[src/inc/hsq_regs.vh]
// register offsets, fields and reset values of the homing sequencer
`ifndef HSQ_REGS_VH
`define HSQ_REGS_VH
// apb byte offsets
`define HSQ_CTRL_OFF     8'h00
`define HSQ_STATUS_OFF   8'h04
`define HSQ_HOMEPOS_OFF  8'h08
`define HSQ_THRESH_OFF   8'h0c
`define HSQ_IPEAK_OFF    8'h10
`define HSQ_HVEL_OFF     8'h14
`define HSQ_ACCEL_OFF    8'h18
`define HSQ_FBOFS_OFF    8'h1c
`define HSQ_TSTAGE_OFF   8'h20
`define HSQ_TTARGET_OFF  8'h24
`define HSQ_TLOAD_OFF    8'h28
`define HSQ_TCMD_OFF     8'h2c
`define HSQ_TCFG_OFF     8'h30
// control fields
`define HSQ_CTRL_START   0
`define HSQ_CTRL_DIR     1
`define HSQ_CTRL_AUTO    2
`define HSQ_CTRL_SAVE    3
`define HSQ_CTRL_MODE_LO 4
`define HSQ_CTRL_MODE_HI 7
// homing modes
`define HSQ_MODE_INDEX   4'ha
`define HSQ_MODE_SWITCH  4'hc
`define HSQ_MODE_ABS     4'hd
// task staging fields: index [3:0], next [7:4], chain enable [8]
`define HSQ_TST_NEXT_LO  4
`define HSQ_TST_NEXT_HI  7
`define HSQ_TST_CHAIN    8
// task config fields: linked input task [3:0], input en [4], bcd en [5]
`define HSQ_TCFG_DIN_EN  4
`define HSQ_TCFG_BCD_EN  5
// reset values
`define HSQ_MODE_RST     4'hc
`define HSQ_THRESH_RST   32'h00001000
`define HSQ_IPEAK_RST    16'h0400
`define HSQ_HVEL_RST     16'h0100
`define HSQ_ACCEL_RST    16'h0004
`define HSQ_ENTRIES      16
`endif

[src/rtl/hsq_top.v]
// homing sequencer with apb registers and motion task starter
//
// Contract
// - mode 12 starts moving in homing direction
// - switch active in direction: load, ramp down
// - mechanical stop when following error exceeds threshold
// - current command clamped to homing peak current
// - stop before switch: reverse until switch crossed
// - after crossing: ramp to zero, reverse again
// - switch again in direction: load, ramp down
// - switch active at start: reverse reset move
// - switch inactive: ramp zero, restart homing
// - mode 13 adopts multi-turn feedback position
// - mode 13 sets homed flag
// - feedback offset stored and saved nonvolatile
// - tasks start by input, bcd, network, chaining
// - only loaded task entries affect motion
// - mode 10: reverse to index, second stop fails
`timescale 1ns/1ps
`include "hsq_regs.vh"
module hsq_top
(
    // clock and reset
    input  wire               pclk,
    input  wire               presetn,
    // apb slave
    input  wire               psel,
    input  wire               penable,
    input  wire               pwrite,
    input  wire        [7:0]  paddr,
    input  wire        [31:0] pwdata,
    output reg         [31:0] prdata,
    output reg                pready,
    output reg                pslverr,
    // pins from the machine
    input  wire               home_switch,
    input  wire               index_pulse,
    input  wire               task_input,
    input  wire        [3:0]  bcd_inputs,
    input  wire               bcd_strobe,
    // position loop, same clock
    input  wire               drive_enable,
    input  wire signed [31:0] following_error,
    input  wire        [31:0] loop_feedback_position,
    input  wire signed [15:0] current_demand,
    input  wire               task_done,
    input  wire        [31:0] nv_offset,
    // motion outputs
    output reg  signed [15:0] vel_cmd,
    output reg  signed [15:0] current_cmd,
    output reg                pos_load,
    output reg         [31:0] pos_load_value,
    output reg                nv_save,
    output reg         [31:0] nv_save_value,
    output wire               task_start,
    output wire        [3:0]  task_index,
    output wire        [31:0] task_target
);
    // one-hot sequencer states
    localparam [8:0] ST_IDLE  = 9'h001;
    localparam [8:0] ST_RSTMV = 9'h002;
    localparam [8:0] ST_RSTSP = 9'h004;
    localparam [8:0] ST_SEEK  = 9'h008;
    localparam [8:0] ST_REV   = 9'h010;
    localparam [8:0] ST_REVSP = 9'h020;
    localparam [8:0] ST_IDX   = 9'h040;
    localparam [8:0] ST_SETL  = 9'h080;
    localparam [8:0] ST_HALT  = 9'h100;

    // software registers
    reg        [3:0]  mode;
    reg               dir_pos;
    reg               auto_home_on_enable;
    reg        [31:0] home_pos;
    reg        [31:0] stop_error_threshold;
    reg        [15:0] homing_peak_current;
    reg        [15:0] home_vel;
    reg        [15:0] accel_step;
    reg        [31:0] feedback_position_offset;
    reg        [3:0]  stg_index;
    reg        [3:0]  stg_next;
    reg               stg_chain;
    reg        [31:0] stg_target;
    reg        [5:0]  tcfg;
    reg               net_start;
    reg        [3:0]  net_index;
    reg               task_load;
    reg               start_req;
    reg               save_req;
    // sequencer state
    reg        [8:0]  state;
    reg        [8:0]  next_state;
    reg               done;
    reg               err;
    reg               homed;
    reg               stop_seen;
    reg               crossed;
    reg               err_after_rev_ok; // stop masked after a reversal
    reg               nv_loaded;
    reg               en_q;
    reg signed [15:0] target;
    // synchronisers: home, index, task input, bcd strobe, bcd
    reg        [7:0]  sync1;
    reg        [7:0]  sync2;
    reg        [3:0]  edge_q;
    wire signed [15:0] ramp_vel;
    wire              ramp_zero;

    wire wr_en  = psel & penable & pready & pwrite;
    wire sw_on  = sync2[0];
    wire sw_rise = sync2[0] & ~edge_q[0];
    wire sw_fall = ~sync2[0] & edge_q[0];
    wire idx_rise = sync2[1] & ~edge_q[1];
    wire din_rise = sync2[2] & ~edge_q[2];
    wire bcd_rise = sync2[3] & ~edge_q[3];
    wire busy = ~state[0];
    wire signed [15:0] hv = $signed(home_vel);
    wire moving_dir = dir_pos ? (ramp_vel > 16'sh0000)
                              : (ramp_vel < 16'sh0000);
    wire [31:0] err_mag = following_error[31] ? (~following_error + 32'h1)
                                              : following_error;
    wire mech_stop = busy & (err_mag > stop_error_threshold);
    wire go = start_req | (auto_home_on_enable & drive_enable & ~en_q);

    // two flops on each pin before any use; edge memory after that
    always @(posedge pclk or negedge presetn)
    begin
        if (!presetn)
        begin
            sync1  <= 8'h00;
            sync2  <= 8'h00;
            edge_q <= 4'h0;
            en_q   <= 1'b0;
        end
        else
        begin
            sync1  <= {bcd_inputs, bcd_strobe, task_input, index_pulse,
                       home_switch};
            sync2  <= sync1;
            edge_q <= sync2[3:0];
            en_q   <= drive_enable;
        end
    end

    // apb register writes and one-cycle command pulses
    always @(posedge pclk or negedge presetn)
    begin
        if (!presetn)
        begin
            mode                 <= `HSQ_MODE_RST;
            dir_pos              <= 1'b1;
            auto_home_on_enable  <= 1'b0;
            home_pos             <= 32'h00000000;
            stop_error_threshold <= `HSQ_THRESH_RST;
            homing_peak_current  <= `HSQ_IPEAK_RST;
            home_vel             <= `HSQ_HVEL_RST;
            accel_step           <= `HSQ_ACCEL_RST;
            feedback_position_offset <= 32'h00000000;
            stg_index  <= 4'h0;
            stg_next   <= 4'h0;
            stg_chain  <= 1'b0;
            stg_target <= 32'h00000000;
            tcfg       <= 6'h00;
            net_start  <= 1'b0;
            net_index  <= 4'h0;
            task_load  <= 1'b0;
            start_req  <= 1'b0;
            save_req   <= 1'b0;
            nv_loaded  <= 1'b0;
        end
        else
        begin
            net_start <= 1'b0;
            task_load <= 1'b0;
            start_req <= 1'b0;
            save_req  <= 1'b0;
            // restore the saved offset once after reset release
            nv_loaded <= 1'b1;
            if (!nv_loaded)
                feedback_position_offset <= nv_offset;
            if (wr_en)
            begin
                case (paddr)
                    `HSQ_CTRL_OFF:
                    begin
                        start_req <= pwdata[`HSQ_CTRL_START];
                        dir_pos   <= pwdata[`HSQ_CTRL_DIR];
                        auto_home_on_enable <= pwdata[`HSQ_CTRL_AUTO];
                        save_req  <= pwdata[`HSQ_CTRL_SAVE];
                        mode <= pwdata[`HSQ_CTRL_MODE_HI:`HSQ_CTRL_MODE_LO];
                    end
                    `HSQ_HOMEPOS_OFF: home_pos <= pwdata;
                    `HSQ_THRESH_OFF:  stop_error_threshold <= pwdata;
                    `HSQ_IPEAK_OFF:   homing_peak_current <= pwdata[15:0];
                    `HSQ_HVEL_OFF:    home_vel <= pwdata[15:0];
                    `HSQ_ACCEL_OFF:   accel_step <= pwdata[15:0];
                    `HSQ_FBOFS_OFF:   feedback_position_offset <= pwdata;
                    `HSQ_TSTAGE_OFF:
                    begin
                        stg_index <= pwdata[3:0];
                        stg_next  <= pwdata[`HSQ_TST_NEXT_HI:`HSQ_TST_NEXT_LO];
                        stg_chain <= pwdata[`HSQ_TST_CHAIN];
                    end
                    `HSQ_TTARGET_OFF: stg_target <= pwdata;
                    `HSQ_TLOAD_OFF:   task_load <= pwdata[0];
                    `HSQ_TCMD_OFF:
                    begin
                        net_start <= 1'b1;
                        net_index <= pwdata[3:0];
                    end
                    `HSQ_TCFG_OFF:    tcfg <= pwdata[5:0];
                    default:          ;
                endcase
            end
        end
    end

    // apb read mux, ready and error decided in the setup cycle
    always @(posedge pclk or negedge presetn)
    begin
        if (!presetn)
        begin
            prdata  <= 32'h00000000;
            pready  <= 1'b0;
            pslverr <= 1'b0;
        end
        else
        begin
            pready  <= psel & ~penable;
            pslverr <= 1'b0;
            if (psel & ~penable)
            begin
                prdata <= 32'h00000000;
                case (paddr)
                    `HSQ_CTRL_OFF:    prdata <= {24'h0, mode, 1'b0,
                                         auto_home_on_enable, dir_pos, 1'b0};
                    `HSQ_STATUS_OFF:  prdata <= {19'h0, state, stop_seen,
                                                 homed, err, done};
                    `HSQ_HOMEPOS_OFF: prdata <= home_pos;
                    `HSQ_THRESH_OFF:  prdata <= stop_error_threshold;
                    `HSQ_IPEAK_OFF:   prdata <= {16'h0, homing_peak_current};
                    `HSQ_HVEL_OFF:    prdata <= {16'h0, home_vel};
                    `HSQ_ACCEL_OFF:   prdata <= {16'h0, accel_step};
                    `HSQ_FBOFS_OFF:   prdata <= feedback_position_offset;
                    `HSQ_TSTAGE_OFF:  prdata <= {23'h0, stg_chain, stg_next,
                                                 stg_index};
                    `HSQ_TTARGET_OFF: prdata <= stg_target;
                    `HSQ_TLOAD_OFF:   ;
                    `HSQ_TCMD_OFF:    prdata <= {27'h0, task_start,
                                                 task_index};
                    `HSQ_TCFG_OFF:    prdata <= {26'h0, tcfg};
                    default:          pslverr <= 1'b1;
                endcase
            end
        end
    end

    // sequencer next state and speed target
    always @*
    begin
        next_state = state;
        target     = 16'sh0000;
        case (state)
            ST_IDLE:
            begin
                if (go && mode == `HSQ_MODE_SWITCH)
                    next_state = sw_on ? ST_RSTMV : ST_SEEK;
                else if (go && mode == `HSQ_MODE_INDEX)
                    next_state = ST_SEEK;
            end
            ST_RSTMV:
            begin
                target = dir_pos ? -hv : hv;
                if (!sw_on)
                    next_state = ST_RSTSP;
            end
            ST_RSTSP:
                if (ramp_zero)
                    next_state = ST_SEEK;
            ST_SEEK:
            begin
                target = dir_pos ? hv : -hv;
                if (mode == `HSQ_MODE_SWITCH && sw_rise && moving_dir)
                    next_state = ST_SETL;
                else if (mech_stop && stop_seen)
                    next_state = ST_HALT;
                else if (mech_stop)
                    next_state = (mode == `HSQ_MODE_INDEX) ? ST_IDX
                                                           : ST_REV;
            end
            ST_REV:
            begin
                target = dir_pos ? -hv : hv;
                if (crossed && sw_fall)
                    next_state = ST_REVSP;
                else if (mech_stop && !err_after_rev_ok)
                    next_state = ST_HALT;
            end
            ST_REVSP:
                if (ramp_zero)
                    next_state = ST_SEEK;
            ST_IDX:
            begin
                target = dir_pos ? -hv : hv;
                if (idx_rise)
                    next_state = ST_SETL;
                else if (mech_stop && !err_after_rev_ok)
                    next_state = ST_HALT;
            end
            ST_SETL:
                if (ramp_zero)
                    next_state = ST_IDLE;
            ST_HALT:
                if (ramp_zero)
                    next_state = ST_IDLE;
            default:
                next_state = ST_IDLE;
        endcase
    end

    // state register, flags and position load
    always @(posedge pclk or negedge presetn)
    begin
        if (!presetn)
        begin
            state     <= ST_IDLE;
            done      <= 1'b0;
            err       <= 1'b0;
            homed     <= 1'b0;
            stop_seen <= 1'b0;
            crossed   <= 1'b0;
            err_after_rev_ok <= 1'b0;
            pos_load  <= 1'b0;
            pos_load_value <= 32'h00000000;
        end
        else
        begin
            state    <= next_state;
            pos_load <= 1'b0;
            if (state == ST_IDLE && go)
            begin
                done      <= 1'b0;
                err       <= 1'b0;
                stop_seen <= 1'b0;
                crossed   <= 1'b0;
            end
            if (state == ST_IDLE && go && mode == `HSQ_MODE_ABS)
            begin
                pos_load       <= 1'b1;
                pos_load_value <= loop_feedback_position +
                                  feedback_position_offset;
                homed          <= 1'b1;
                done           <= 1'b1;
            end
            if (state == ST_SEEK && |(next_state & (ST_REV | ST_IDX)))
            begin
                err_after_rev_ok <= 1'b1;
                stop_seen        <= 1'b1;
            end
            else if (!mech_stop)
                err_after_rev_ok <= 1'b0;
            if (state == ST_REV && sw_on)
                crossed <= 1'b1;
            if (next_state == ST_SETL && state != ST_SETL)
            begin
                pos_load       <= 1'b1;
                pos_load_value <= home_pos;
                homed          <= 1'b1;
            end
            if (state == ST_SETL && ramp_zero)
                done <= 1'b1;
            if (next_state == ST_HALT && state != ST_HALT)
                err <= 1'b1;
        end
    end

    // current clamp while homing, velocity and nv save outputs
    always @(posedge pclk or negedge presetn)
    begin
        if (!presetn)
        begin
            vel_cmd       <= 16'sh0000;
            current_cmd   <= 16'sh0000;
            nv_save       <= 1'b0;
            nv_save_value <= 32'h00000000;
        end
        else
        begin
            vel_cmd <= ramp_vel;
            nv_save <= save_req;
            nv_save_value <= feedback_position_offset;
            if (busy && current_demand > $signed(homing_peak_current))
                current_cmd <= $signed(homing_peak_current);
            else if (busy && current_demand < -$signed(homing_peak_current))
                current_cmd <= -$signed(homing_peak_current);
            else
                current_cmd <= current_demand;
        end
    end

    // velocity ramp toward the sequencer target
    hsq_ramp u_ramp
    (
        .pclk    (pclk),
        .presetn (presetn),
        .target  (target),
        .step    (accel_step),
        .vel     (ramp_vel),
        .at_zero (ramp_zero)
    );

    // task table and trigger arbitration
    hsq_task u_task
    (
        .pclk        (pclk),
        .presetn     (presetn),
        .load        (task_load),
        .load_index  (stg_index),
        .load_target (stg_target),
        .load_next   (stg_next),
        .load_chain  (stg_chain),
        .net_start   (net_start),
        .net_index   (net_index),
        .din_start   (din_rise & tcfg[`HSQ_TCFG_DIN_EN]),
        .din_index   (tcfg[3:0]),
        .bcd_start   (bcd_rise & tcfg[`HSQ_TCFG_BCD_EN]),
        .bcd_index   (sync2[7:4]),
        .done        (task_done),
        .start       (task_start),
        .index       (task_index),
        .target      (task_target)
    );
endmodule

[src/rtl/hsq_ramp.v]
// velocity ramp generator for homing moves
`timescale 1ns/1ps
module hsq_ramp
(
    // clock and reset
    input  wire               pclk,
    input  wire               presetn,
    // target and slope
    input  wire signed [15:0] target,
    input  wire        [15:0] step,
    // ramp output
    output reg  signed [15:0] vel,
    output wire               at_zero
);
    wire signed [16:0] up   = {vel[15], vel} + $signed({1'b0, step});
    wire signed [16:0] down = {vel[15], vel} - $signed({1'b0, step});
    wire signed [16:0] tgt  = {target[15], target};

    assign at_zero = (vel == 16'sh0000);

    // step toward target, never overshooting it
    always @(posedge pclk or negedge presetn)
    begin
        if (!presetn)
            vel <= 16'sh0000;
        else if (vel < target)
            vel <= (up > tgt) ? target : up[15:0];
        else if (vel > target)
            vel <= (down < tgt) ? target : down[15:0];
    end
endmodule

[src/rtl/hsq_task.v]
// motion task table and start arbitration
`timescale 1ns/1ps
`include "hsq_regs.vh"
module hsq_task
(
    // clock and reset
    input  wire        pclk,
    input  wire        presetn,
    // table load port
    input  wire        load,
    input  wire [3:0]  load_index,
    input  wire [31:0] load_target,
    input  wire [3:0]  load_next,
    input  wire        load_chain,
    // triggers
    input  wire        net_start,
    input  wire [3:0]  net_index,
    input  wire        din_start,
    input  wire [3:0]  din_index,
    input  wire        bcd_start,
    input  wire [3:0]  bcd_index,
    input  wire        done,
    // started task
    output reg         start,
    output reg  [3:0]  index,
    output reg  [31:0] target
);
    reg [31:0] tab_target [0:`HSQ_ENTRIES-1];
    reg [3:0]  tab_next   [0:`HSQ_ENTRIES-1];
    reg [`HSQ_ENTRIES-1:0] tab_chain;
    reg        sel_go;
    reg [3:0]  sel_idx;
    integer    i;

    // only committed entries live here; staging stays outside
    always @(posedge pclk or negedge presetn)
    begin
        if (!presetn)
        begin
            tab_chain <= {`HSQ_ENTRIES{1'b0}};
            for (i = 0; i < `HSQ_ENTRIES; i = i + 1)
            begin
                tab_target[i] <= 32'h00000000;
                tab_next[i]   <= 4'h0;
            end
        end
        else if (load)
        begin
            tab_target[load_index] <= load_target;
            tab_next[load_index]   <= load_next;
            tab_chain[load_index]  <= load_chain;
        end
    end

    // trigger priority: network, input, bcd, then chaining
    always @*
    begin
        sel_go  = 1'b1;
        sel_idx = net_index;
        if (net_start)
            sel_idx = net_index;
        else if (din_start)
            sel_idx = din_index;
        else if (bcd_start)
            sel_idx = bcd_index;
        else if (done && tab_chain[index])
            sel_idx = tab_next[index];
        else
            sel_go = 1'b0;
    end

    // start pulse with the selected entry
    always @(posedge pclk or negedge presetn)
    begin
        if (!presetn)
        begin
            start  <= 1'b0;
            index  <= 4'h0;
            target <= 32'h00000000;
        end
        else
        begin
            start <= sel_go;
            if (sel_go)
            begin
                index  <= sel_idx;
                target <= tab_target[sel_idx];
            end
        end
    end
endmodule

[config.mk]
export PLATFORM = sky130hd
export DESIGN_NAME = hsq_top
export DESIGN_NICKNAME = d
export VERILOG_FILES = /design/src/rtl/hsq_top.v /design/src/rtl/hsq_ramp.v /design/src/rtl/hsq_task.v
export VERILOG_INCLUDE_DIRS = /design/src /design/src/inc
export SDC_FILE = /design/constraint.sdc
export NUM_CORES = 2
export LEC_CHECK = 0
export BUFFER_PORTS_ARGS = -buffer_cell sky130_fd_sc_hd__buf_2
export CAP_MARGIN = 20
export CORE_MARGIN = 2
export CORE_UTILIZATION = 35
export CTS_CLUSTER_DIAMETER = 40
export DETAILED_ROUTE_END_ITERATION = 10
export GPL_TIMING_DRIVEN = 0
export PLACE_DENSITY = 0.51
export SLEW_MARGIN = 20
export SYNTH_ARGS = -nofsm -noshare
export SYNTH_HDL_FRONTEND = slang
export SYNTH_SLANG_ARGS = --single-unit
[constraint.sdc]
create_clock -name pclk -period 5.15 [get_ports pclk]
set_input_delay 1.03 -clock pclk [delete_from_list [all_inputs] [get_ports pclk]]
set_output_delay 1.03 -clock pclk [all_outputs]
set_load 0.1 [all_outputs]
Yosys cells after proc, flatten, opt, wreduce, memory -nomap -nowiden
Index checks and enable logic that the tools add are counted.

Add/sub/neg operators: 6. Reduce and logical (&&, ||, !) cells: 43. $lt $le $gt $ge: 16. Eq/ne operators: 29. Bitwise gates (word level): 27. Muxes and demuxes: 78.

Operators with widths (number): bitwise mux 512 bit (1); case mux 32 bit (12 select lines) (1); 2-to-1 mux 32 bit (9); binary-select mux 32 bit (select 4 bit) (1); demux 32 bit (select 4 bit) (1); 2-to-1 mux 16 bit (8); 2-to-1 mux 9 bit (11); bitwise mux 64 bit (1); case mux 9 bit (7 select lines) (1); == test 8 x 6 -> 1 bit, second input constant (5); adder 32 x 1 -> 32 bit, second input constant (1); adder 32 bit (1); == test 8 x 5 -> 1 bit, second input constant (4); > comparator 16 bit (2); > comparator 32 bit (1); < comparator 16 bit (2); 2-to-1 mux 4 bit (8); negator 16 bit (2); inverter 32 bit (1); case mux 16 bit (2 select lines) (1); 2-to-1 mux 1 bit (29); AND reduction 2 bit (10); logical AND 1 bit (19); == test 9 x 8 -> 1 bit, second input constant (2); 42 further kinds (77).

Bits in registers: 1019. Output and inout bits: 169. Word-level logic and storage cells: 276.

Logic depth before layout (Yosys ltp)
Word-level depth: 12. Mapped depth: 26. Mapped depth without buffers: 25.

Cells and area by module
Synthesis repeated with hierarchy kept, for this count alone.

Cell total of the unflattened synthesis: 4413. Area total of the unflattened synthesis: 52411.5 um2.

Modules (own cells, without submodules): hsq_task (instances 1, cells each 2073, area each 28871.4 um2); hsq_top (instances 1, cells each 1880, area each 19892.8 um2); hsq_ramp (instances 1, cells each 460, area each 3647.2 um2).

Worst setup path before layout
No wires, ideal clock.

Path type: reg-to-reg. From: reg u_ramp.vel[0]. To: reg u_ramp.vel[8]. Buffers on the path: 0. Period minus slack after synthesis: 5.096 ns. Required time: 5.025 ns. Stages on the path, launching flop included: 25. Slack: 0.054 ns. Arrival: 4.972 ns. Cell sequence: dfrtp_1 -> inv_1 -> ha_1 -> inv_1 -> fa_1 -> a21o_1 -> a21oi_1 -> o21bai_1 -> a21oi_1 -> o21bai_1 -> a41o_1 -> o41ai_1 -> o21ai_0 -> a21o_1 -> a21oi_1 -> xor2_1 -> ha_1 -> inv_1 -> a2111oi_0 -> nor2_1 -> a2111o_1 -> nand3_1 -> and2b_1 -> a211oi_1 -> mux2_2.

Cells in the longest elaborated chain, start to end: 5.

Ends and longest elaborated chain: start: declaration (RTL line hsq_ramp.v:12) `output reg signed [15:0] vel,`; start signal: assignment (RTL line hsq_ramp.v:27) `vel <= (up > tgt) ? target : up[15:0];`; start signal: assignment (RTL line hsq_ramp.v:29) `vel <= (down < tgt) ? target : down[15:0];`; subtractor 17 x 16 -> 17 bit (RTL line hsq_ramp.v:16) `wire signed [16:0] down = {vel[15], vel} - $signed({1'b0, step});`; < comparator 17 x 16 -> 1 bit (RTL line hsq_ramp.v:29); 2-to-1 mux 16 bit (RTL line hsq_ramp.v:29); 2-to-1 mux 16 bit (RTL line hsq_ramp.v:28) `else if (vel > target)`; 2-to-1 mux 16 bit (RTL line hsq_ramp.v:26) `else if (vel < target)`.

Several ways; a longest one is shown, not always the timed one. The select of a mux whose other input is x is not followed. A chain may end at the register's enable or synchronous reset.

Final worst setup path
From: reg home_vel[0]. To: reg u_ramp.vel[0].

Cells in the longest elaborated chain, start to end: 7.

Ends and longest elaborated chain: start: declaration (RTL line hsq_top.v:77) `reg [15:0] home_vel;`; start signal: assignment (RTL line hsq_top.v:156) `` home_vel <= `HSQ_HVEL_RST; ``; start signal: assignment (RTL line hsq_top.v:195) `` `HSQ_HVEL_OFF: home_vel <= pwdata[15:0]; ``; negator 16 bit; 2-to-1 mux 16 bit, on equally long branches; case mux 16 bit (2 select lines) * (RTL line hsq_top.v:263) `case (state)`; < comparator 17 x 16 -> 1 bit (RTL line hsq_ramp.v:29); 2-to-1 mux 16 bit (RTL line hsq_ramp.v:29); 2-to-1 mux 16 bit (RTL line hsq_ramp.v:28); 2-to-1 mux 16 bit (RTL line hsq_ramp.v:26).

Mark *: on every way between the ends. The rest lies on a longest branch, timed or not. The select of a mux whose other input is x is not followed.

==> metrics.md <==
| Metric | Value |
|---|---|
| Cell area after synthesis | `51,400 sq um` |
| Worst-case reg-to-reg path depth | `16` |
| Warnings, synthesis | `0` |
| Hold Crit Class | `input port to async pin` |
| Fin worst setup slack | `-0.00473 ns` |
| Post-Synth XOR/XNOR Area | `0.0172` |
| DRC Markers | `0` |
| Die ar. | `150,000 sq um` |
| Placed cell area | `55,800 sq um` |
| Vias in the first global route | `between 30,000 and 40,000` |
| Final Cell Area | `between 60,000 and 70,000 sq um` |
| Gr usage total | `0.248` |
| Largest family of logic cells by synthesized area | `multiplexers` |
| Total Wirelength | `189 mm` |
| Utilization after layout | `0.426` |
| Share of the synthesized area in the top cell type | `0.492` |
| Final Cycle Share | `1.00` |
| Pins Over Slew Limit | `0` |
| Worst EP required | `slightly below 6 ns` |
| Hold slack final | `0.231 ns` |
| CTS Root Cell | `clkbuf_16` |
| Register area share after synthesis | `0.497` |
| Gr ovfl total | `0` |
| First-pass GRT wire length | `275 mm` |
| Initial DRC count | `~3,300` |
| Synth Area in Compound Gates | `0.104` |
| Initial antenna violation count | `11` |
| Starting Density | `0.352` |
| Final nets | `around 5,400` |
| Vias per Instance | `around 5.6` |
| Worst ir drop on vdd | `~0.26 mV` |
| Num rows | `140` |
| Async S/R FF share, synth | `1.00` |
| CTS buffer count | `between 150 and 200` |
| Placer Congestion | `0.934` |
| Final ANT Viol Nets | `0` |
| Fmax | `194 MHz` |
| RSZ-0062 raised after global routing | `yes` |
| Vias post-DR | `slightly below 40,000` |
| H-Tree Depth | `4` |
| Outcome | `complete, but fails checks` |
| Min Tclk post-route | `5.15 ns` |
| Lkg Pwr | `28.9 nW` |
| Filler Cells Inserted | `14,000` |
| Max-cap violation count | `0` |
| Top post-synthesis cells by count | `dfrtp_1, mux2_2, nand2_1` |
| I/O Buffers | `331` |
| Reg-to-reg slack, setup | `-0.005 ns` |
| Most frequent cell after synthesis | `dfrtp_1` |
| Total chip power | `21.4 mW` |
| Mean Syn Cell Area | `approximately 11 sq um` |
| WL/cell | `26.5 microns` |
| Clock skew | `0.0567 ns` |
| Clk slew on worst S/H paths | `0.05 ns` |
| CORE AREA | `146,000 sq um` |
| Distinct cells, synth | `between 90 and 100` |
| Synth area leader | `dfrtp_1` |
| Setup TNS Final | `-0.00473 ns` |
| Worst-path maximum fanout | `7` |
| Area Overhead vs Synth | `20.9%` |
| # hold bufs at CTS | `0` |
| CP endpoint kind | `flip-flop` |
| Failing checks | `setup timing` |
| Normalized max-slew margin | `0.219` |
| Synth Area in Adders | `0.0445` |
| Synthesized flop and latch total | `between 1,000 and 1,500` |
| Layout cell share with drive strength beyond 1 | `0.313` |
| Worst slew pin tran | `approximately 1.2 ns` |
| Die Wd | `387 microns` |
| DP HPWL | `138 mm` |
| Number of flops mapped to enable cells by yosys | `0` |
| PD cells | `345 nW/um^2` |
| I/O Pins | `336` |
| Net Count, Synth | `between 4,000 and 5,000` |
| Reg-to-Reg Start | `home_vel[0]` |
| Final Setup Violations | `1` |
| Syn Inst Count | `4,510` |
| Crit path launch type | `flip-flop` |
| Clock Tree Buf Depth | `3` |
| Largest register FFs | `between 500 and 600` |
| CP arrival | `approximately 5.8 ns` |
| Final Hold Viols | `0` |
| Most flops, register | `u_task.tab_target` |
| Clock sinks | `1,019` |
| Largest net degree at the start of global routing | `129` |
| Mux cell area share after synthesis | `0.209` |
| Top post-synthesis cells by area | `dfrtp_1, mux2_2, ha_1` |
| Reg2reg end | `u_ramp.vel[0]` |
| Simple-Gate Fraction of Synth Area | `0.0950` |
| Top Registers | `u_task.tab_target: 512 flops, u_task.tab_next: 64 flops` |
| DR pass1 iterations | `8` |
| Die height | `387 microns` |
| TritonCTS clock tree | `done` |
| Dominant synthesized flop cell | `dfrtp_1` |
| WS Path Type | `flip-flop to flip-flop` |
| Worst-skew pair later-pin latency | `0.80 ns` |
==> worst max path at each step <==
stage	from	endpoint	slack, ns
global route	accel_step[1]	u_ramp.vel[0]	-0.18
floorplan	u_ramp.vel[0]	u_ramp.vel[8]	0.05
detailed placement	accel_step[0]	u_ramp.vel[0]	-1.23
global placement	presetn	u_task.tab_target[115]	-20.49
finish	home_vel[0]	u_ramp.vel[0]	-0.005
CTS	u_ramp.vel[0]	u_ramp.vel[0]	0.002
==> per-layer routing <==
layer	vias up	share of wire	global-route usage
li1	17522	-	-
met4	0	0.031	0.0851
met1	20384	0.43	0.333
met2	1289	0.48	0.403
met3	275	0.060	0.0442
met5	-	0	0
==> placed cells by master, fill, tap and decap left out, types with 115 or more instances in the layout <==
master / instances
nand3_1: 147
nand2_1: 484
o21ai_0: 115
mux2_2: 764
mux2i_1: 149
clkbuf_1: 238
nor2_1: 168
buf_2: 360
clkbuf_16: 161
a21oi_1: 115
inv_1: 117
ha_1: 172
dfrtp_1: 1003
==> through the flow <==
step	std cells	setup WS, ns
2_1_floorplan	4510	0.0537
3_3_place_gp	6758	-20.49
3_5_place_dp	6775	-1.23
4_1_cts	7079	0.00231
5_1_grt	7101	-0.182
6_report	7103	-0.00473
==> layout make-up <==
cell class	instances	area (sq um)	share of cell area
timing repair buffer	383	2290	0.0368
inverter	124	470	0.00757
antenna	7	17.5	0.000282
clock inverter	99	1380	0.0223
sequential	1019	25500	0.411
clock buffer	192	4240	0.0683
buffer	293	1250	0.0201
tap	1917	2400	0.0386
multi-input combinational	3069	24600	0.395
==> critical path, stage by stage, from the launching register on <==
cell and delay [ns]:
dfrtp_2 0.44, or4_4 0.55, or4_4 0.46, or3_4 0.38
or3_4 0.40, nand3_1 0.09, o21ai_1 0.08, o21ai_2 0.14
o211ai_2 0.25, ha_1 0.45, a2111oi_4 0.48, nor2_4 0.08
a2111o_1 0.47, nand3_4 0.12, and2b_2 0.23, mux2i_2 0.28
a21oi_1 0.10
==> kinds of logic after synthesis <==
family / after synthesis
xor+xnor: 101
simple gates: 1067
buf+inv: 422
mux: 944
compound gates: 775
fa+ha+maj: 181
flops: 1019
other cells: 1
==> power breakdown <==
group          switching [mW]  total [mW]  leakage [nW]  internal [mW]
Sequential              0.128        8.25          13.9           8.13
Combinational            1.31        1.83          12.3          0.514
Clock                    4.26        11.3          2.71           7.08
Total                    5.70        21.4          28.9           15.7
==> repair_timing <==
item                       4_1_cts  5_1_grt
resized for setup               46       70
setup endpoints to repair       35       38
pin swaps                       10       27
buffers inserted                15       18
cloned                           0        1
Power figures use the tool's default switching activity.
